## config.mk

```make
export PLATFORM = sky130hd
export DESIGN_NAME = wdsc_top
export DESIGN_NICKNAME = d
export VERILOG_FILES = /design/src/hw/wdsc_pkg.sv /design/src/hw/wdsc_top.sv /design/src/hw/wdsc_sync.sv
export SDC_FILE = /design/constraint.sdc
export NUM_CORES = 1
export LEC_CHECK = 0
export BUFFER_PORTS_ARGS = -buffer_cell sky130_fd_sc_hd__clkbuf_2
export CORE_AREA = 4 4 41 43
export CTS_BUF_LIST = sky130_fd_sc_hd__clkbuf_16
export DETAILED_ROUTE_END_ITERATION = 7
export DIE_AREA = 0 0 45 47
export MAX_ROUTING_LAYER = met4
export PLACE_DENSITY = 0.59
export SLEW_MARGIN = 20
export SYNTH_ARGS = -nofsm -noshare
export SYNTH_HDL_FRONTEND = slang
export SYNTH_SLANG_ARGS = --single-unit
```

## constraint.sdc

```tcl
create_clock -name REF_CLK -period 1.2 [get_ports REF_CLK]
set_clock_uncertainty 0.15 [all_clocks]
set_input_delay 0.06 -clock REF_CLK [delete_from_list [all_inputs] [get_ports REF_CLK]]
set_output_delay 0.06 -clock REF_CLK [all_outputs]
set_load 0.005 [all_outputs]
```

## src/hw/wdsc_pkg.sv

```systemverilog
package wdsc_pkg;
  // pin synchroniser depth
  localparam int WDSC_SYNC_STAGES = 3;
  // reset value of the synchronised enable pin: pulled high when floating
  localparam logic WDSC_PIN_RST = 1'h1;
  // watchdog run flag after reset
  localparam logic WDSC_RUN_RST = 1'h0;
  // start pulse and power-save permission after reset
  localparam logic WDSC_START_RST = 1'h0;
  localparam logic WDSC_ALLOW_RST = 1'h0;
  // settle counter after reset
  localparam logic [1:0] WDSC_SETTLE_RST = 2'h0;
  // settle count before the strap is taken, on the fifth clock after reset release
  localparam int WDSC_STRAP_DELAY = 3;
  localparam logic [1:0] WDSC_STRAP_DELAY_C = 2'h3;
  // bit of the software start in the interrupt-enable register image
  localparam int WDSC_SWSTART_BIT = 6;

  typedef enum logic [1:0] {
    WDSC_ST_RESET,
    WDSC_ST_SETTLE,
    WDSC_ST_RUN
  } wdsc_state_t;
endpackage

```

## src/hw/wdsc_top.sv

```systemverilog
`timescale 1ns/1ps
module wdsc_top
  import wdsc_pkg::*;
(
  input wire logic REF_CLK,
  input wire logic RST_N,
  input wire logic POWER_SAVE_ENABLE_PIN_N,
  input wire logic INT_EN_REG_ONE_WR,
  input wire logic [7:0] INT_EN_REG_ONE_WDATA,
  output logic WDT_RUN,
  output logic WDT_START,
  output logic POWER_SAVE_ALLOW
);
  ////////////////////////////////////////////////////////////////////
  // decode helpers

  // a single bit of the register write carries the request
  function automatic logic soft_start_req(
    input logic wr,
    input logic [7:0] wdata
  );
    logic req;
    req = wr && wdata[WDSC_SWSTART_BIT];
    return req;
  endfunction

  function automatic logic in_state(
    input wdsc_state_t cur,
    input wdsc_state_t want
  );
    logic hit;
    hit = (cur == want);
    return hit;
  endfunction

  ////////////////////////////////////////////////////////////////////
  // pin path

  logic pin_sync;

  wdsc_sync wdsc_sync_i (
    .clk(REF_CLK),
    .rst_n(RST_N),
    .async_in(POWER_SAVE_ENABLE_PIN_N),
    .sync_out(pin_sync)
  );

  ////////////////////////////////////////////////////////////////////
  // declarations

  wdsc_state_t state_q;
  wdsc_state_t state_d;
  logic [1:0] settle_q;
  logic [1:0] settle_d;
  logic settle_done;
  logic run_q;
  logic run_d;
  logic run_dly_q;
  logic start_q;
  logic start_d;
  logic allow_q;
  logic allow_d;
  logic sw_start;
  logic in_settle;
  logic in_run;

  ////////////////////////////////////////////////////////////////////
  // decode

  assign sw_start = soft_start_req(INT_EN_REG_ONE_WR, INT_EN_REG_ONE_WDATA);
  assign in_settle = in_state(state_q, WDSC_ST_SETTLE);
  assign in_run = in_state(state_q, WDSC_ST_RUN);
  assign settle_done = (settle_q == WDSC_STRAP_DELAY_C);

  ////////////////////////////////////////////////////////////////////
  // sequencing

  always_comb begin
    state_d = state_q;
    case (state_q)
      WDSC_ST_RESET: begin
        state_d = WDSC_ST_SETTLE;
      end
      // wait for the synchroniser to hold the pin level seen at release
      WDSC_ST_SETTLE: begin
        if (settle_done) begin
          state_d = WDSC_ST_RUN;
        end
      end
      // final until the next hardware reset
      WDSC_ST_RUN: begin
        state_d = WDSC_ST_RUN;
      end
      default: begin
        state_d = WDSC_ST_RESET;
      end
    endcase
  end

  always_ff @(posedge REF_CLK) begin
    if (!RST_N) begin
      state_q <= WDSC_ST_RESET;
    end else begin
      state_q <= state_d;
    end
  end

  ////////////////////////////////////////////////////////////////////
  // settle counter

  // saturates, so it never wraps back into the strap window
  always_comb begin
    settle_d = settle_q;
    if (in_settle && !settle_done) begin
      settle_d = settle_q + 2'h1;
    end
  end

  always_ff @(posedge REF_CLK) begin
    if (!RST_N) begin
      settle_q <= WDSC_SETTLE_RST;
    end else begin
      settle_q <= settle_d;
    end
  end

  ////////////////////////////////////////////////////////////////////
  // run flag

  always_comb begin
    run_d = run_q;
    case (state_q)
      WDSC_ST_SETTLE: begin
        if (settle_done) begin
          run_d = pin_sync;
        end
      end
      WDSC_ST_RUN: begin
        if (sw_start) begin
          run_d = 1'h1;
        end
      end
      default: begin
        run_d = run_q;
      end
    endcase
  end

  // sticky: writing zero never stops it
  always_ff @(posedge REF_CLK) begin
    if (!RST_N) begin
      run_q <= WDSC_RUN_RST;
    end else begin
      run_q <= run_d;
    end
  end

  always_ff @(posedge REF_CLK) begin
    if (!RST_N) begin
      run_dly_q <= WDSC_RUN_RST;
    end else begin
      run_dly_q <= run_q;
    end
  end

  ////////////////////////////////////////////////////////////////////
  // start pulse

  // one cycle after the run flag rises
  always_comb begin
    start_d = run_q && !run_dly_q;
  end

  always_ff @(posedge REF_CLK) begin
    if (!RST_N) begin
      start_q <= WDSC_START_RST;
    end else begin
      start_q <= start_d;
    end
  end

  ////////////////////////////////////////////////////////////////////
  // power save gate

  // power save gate
  // held off while settling, the pin level is not trusted yet
  always_comb begin
    allow_d = in_run && !pin_sync;
  end

  always_ff @(posedge REF_CLK) begin
    if (!RST_N) begin
      allow_q <= WDSC_ALLOW_RST;
    end else begin
      allow_q <= allow_d;
    end
  end

  ////////////////////////////////////////////////////////////////////
  // outputs

  assign WDT_RUN = run_q;
  assign WDT_START = start_q;
  assign POWER_SAVE_ALLOW = allow_q;

endmodule // wdsc_top

```

## src/hw/wdsc_sync.sv

```systemverilog
`timescale 1ns/1ps
module wdsc_sync
  import wdsc_pkg::*;
(
  input wire logic clk,
  input wire logic rst_n,
  input wire logic async_in,
  output logic sync_out
);
  logic [WDSC_SYNC_STAGES-1:0] stage_q;
  always_ff @(posedge clk) begin
    if (!rst_n) begin
      stage_q <= {WDSC_SYNC_STAGES{WDSC_PIN_RST}};
    end else begin
      stage_q <= {stage_q[WDSC_SYNC_STAGES-2:0], async_in};
    end
  end
  // change accepted once stages two and three agree
  logic filt_q;
  always_ff @(posedge clk) begin
    if (!rst_n) begin
      filt_q <= WDSC_PIN_RST;
    end else if (stage_q[1] == stage_q[2]) begin
      filt_q <= stage_q[2];
    end
  end
  assign sync_out = filt_q;
endmodule // wdsc_sync

```

==> run_results.csv <==
group,metric,value,unit
synthesis,syn_inst,45,
layout,drive_above_1_share,35.1,%
layout,mostFrequentLayoutCells,"dfxtp_1, clkbuf_2, mux2i_1, nor2b_1",
layout,fillers,118,
clock_tree,cts.clk_slew.worst_paths,40,ps
power_and_ir_drop,power_density,2240,mW/mm^2
layout,nNetsFinal,74,
clock_tree,clock_sinks,12,
worst_setup_path,path_cells,"inv_4 -> ha_4 -> mux2i_1 -> a21oi_1 -> o211a_1",
sta,layout_min_cycle_time,1300,ps
floorplan,initial_core_util,36.3,%
worst_setup_path,start_kind,"flip-flop",
route,drt_iter0_markers,4,
clock_tree,cts-root-buf,"clkbuf_16",
worst_setup_path,crit_buf_inv,1,
place,gp_congestion,0.571,
worst_setup_path,cpPeakStageDelay,360,ps
synthesis,syn_avg_cell_area,10.5,sq um
sta,worst_pin_slew,192,ps
route,wl_per_cell,10.7,microns
floorplan,io_pins,15,
clock_tree,cts.path.max_buffers,2,
floorplan,die_w,45,microns
synthesis,synth_nets,61,
synthesis,synth.yosys.warnings,0,
layout,final_common_cell,"dfxtp_1",
synthesis,syn_area,473,sq um
route,vias,317,
synthesis,yosysSeqAreaShare,50.8,%
route,vias_per_cell,4.40,
floorplan,num_rows,13,
worst_setup_path,crit_type,"flip-flop to flip-flop",
worst_setup_path,cp-end-kind,"flip-flop",
route,ant_nets,0,
layout,postLayoutCoreUtil,52.7,%
job,cap_violations,0,
sta,layout_worst_path_cycle_share,109,%
clock_tree,clk_latency,230,ps
floorplan,die-height,47,microns
run_status,status,"complete, but fails checks",
place,port-buffer-count,7,
power_and_ir_drop,finalPower,0.00154,W
synthesis,synth.distinct_cells,16,
route,drc,0,
global_routing,grt.total_usage,8.95,%
global_routing,grt_pass1_vias,285,
power_and_ir_drop,leakage,0.299,nW
global_routing,antenna_found_initial,0,
sta,relSlewSlack,87.2,%
min_path,hold_class,"input port to flip-flop",
layout,syn2layout_area_growth,45.0,%
route,firstDrtPassIters,3,
synthesis,synth-seq-cells,12,
worst_setup_path,cp.required,1170,ps
worst_setup_path,critPathTopFamily,"flip-flops",
power_and_ir_drop,ir_worst_vdd,1460,uV
sta,hold_viol,0,
clock_tree,cts_buffers,3,
clock_tree,h-tree-depth,1,
global_routing,grt_pass1_wl,1230,microns
sta,setup_ws,-103,ps
sta,rsz0062_at_grt,"true",
sta,fmax,767,MHz
sta,final_max_slew_viol_count,0,
worst_setup_path,cp_data_arrival_time,1280,ps
floorplan,core,0.00130,sq mm
layout,antenna_cells,0,
worst_setup_path,crit_slowest_cell,"dfxtp_4",
global_routing,grt_max_degree,12,
run_status,violations,"negative setup slack",
global_routing,grt_overflow,0,
worst_setup_path,critPathMaxFanout,3,
sta,setup_violations,5,
floorplan,die_area,0.00212,sq mm
clock_tree,cts_tree,"done",
route,finalWirelength,773,microns
## synthesized netlist by cell type
master	instances	area share, %
nand2b_1	4	5.3
xnor2_1	1	1.9
nor2b_1	4	5.3
mux2i_1	4	8.5
o211a_1	1	2.1
buf_6	1	2.4
clkbuf_1	1	0.79
nor2_1	3	2.4
nand3_1	1	1.1
nand2_1	2	1.6
o21ai_0	1	1.1
dfxtp_1	12	51
and2_1	2	2.6
ha_1	4	11
inv_1	2	1.6
a21oi_1	2	2.1
## kinds of logic after synthesis
| kind of cell | synth area share (%) |
|---|---|
| AO/OA/AOI/OAI | 5.29 |
| XOR/XNOR | 1.85 |
| adder cells (fa/ha/maj) | 10.6 |
| buffers and inverters | 4.76 |
| flip-flops | 50.8 |
| multiplexers | 8.47 |
| AND/OR/NAND/NOR | 18.3 |
## final timing paths
check / slack [ps] / startpoint / depth (start not counted) / endpoint
hold reg to reg: 240 / run_dly_q / 1 / WDT_START
hold / removal: 130 / INT_EN_REG_ONE_WDATA[6] / 4 / WDT_RUN
setup reg to reg: -100 / state_q[1] / 5 / WDT_RUN
setup / recovery: -100 / state_q[1] / 5 / WDT_RUN
## what timing repair did
| action | CTS | global route |
|---|---|---|
| pin swaps | 1 | 1 |
| buffers inserted | 0 | 1 |
| resized for setup | 1 | 2 |
| endpoints found under the setup margin | 1 | 5 |
| endpoints found under the hold margin | 3 | 0 |
| hold buffers | 2 | 0 |
## registers in the layout (all words and copies together), names as in the netlist
signal	flops
POWER_SAVE_ALLOW	1
WDT_RUN	1
WDT_START	1
run_dly_q	1
settle_q	2
state_q	2
wdsc_sync_i.stage_q	3
wdsc_sync_i.sync_out	1
## worst reg2reg max path: cells and delay by family (launching register included)
family                     cells  cell delay (ps)
buffers and inverters          1               60
muxes                          1              200
DFF                            1              360
AOI/OAI and AO/OA              2              270
adders and majority gates      1              150
## layer usage
metal | routed length (microns) | part of all wire, % | global-route usage, % | up-vias
li1 | - | - | - | 168
met1 | 316 | 41 | 9.03 | 141
met2 | 397 | 51 | 14.7 | 8
met3 | 59 | 7.6 | 6.90 | 0
met4 | 0 | 0 | 0 | 0
met5 | 0 | 0 | - | -
## layout make-up
class,instances,area [sq um],area share (%)
clock buffers,3,75.1,10.9
clock inverters,1,3.75,0.547
inverters,2,10.0,1.46
multi-input cells,29,255,37.2
flip-flops and latches,12,248,36.1
well taps,15,18.8,2.74
repair buffers,10,75.1,10.9
## stage by stage
stage | hold slack, ps | setup slack (ps) | setup TNS, ps | cell area, sq um | cells
6_report | 128 | -103 | -468 | 686 | 72
5_1_grt | 172 | -174 | -693 | 686 | 72
4_1_cts | 128 | -84.1 | -109 | 661 | 71
3_5_place_dp | 96.6 | -86.0 | -86.0 | 552 | 65
3_3_place_gp | 98.8 | -47.6 | -47.6 | 552 | 65
2_1_floorplan | 11.5 | -22.3 | -22.3 | 513 | 45
## power breakdown
part / leakage (nW) / internal (W) / switching (W)
Combinational: 0.160 / 0.000238 / 0.000163
Clock: 0.0385 / 0.000437 / 0.000154
Sequential: 0.100 / 0.000481 / 0.0000626
Total: 0.299 / 0.00116 / 0.000380
Note: power is estimated with default switching activity, not from simulation.
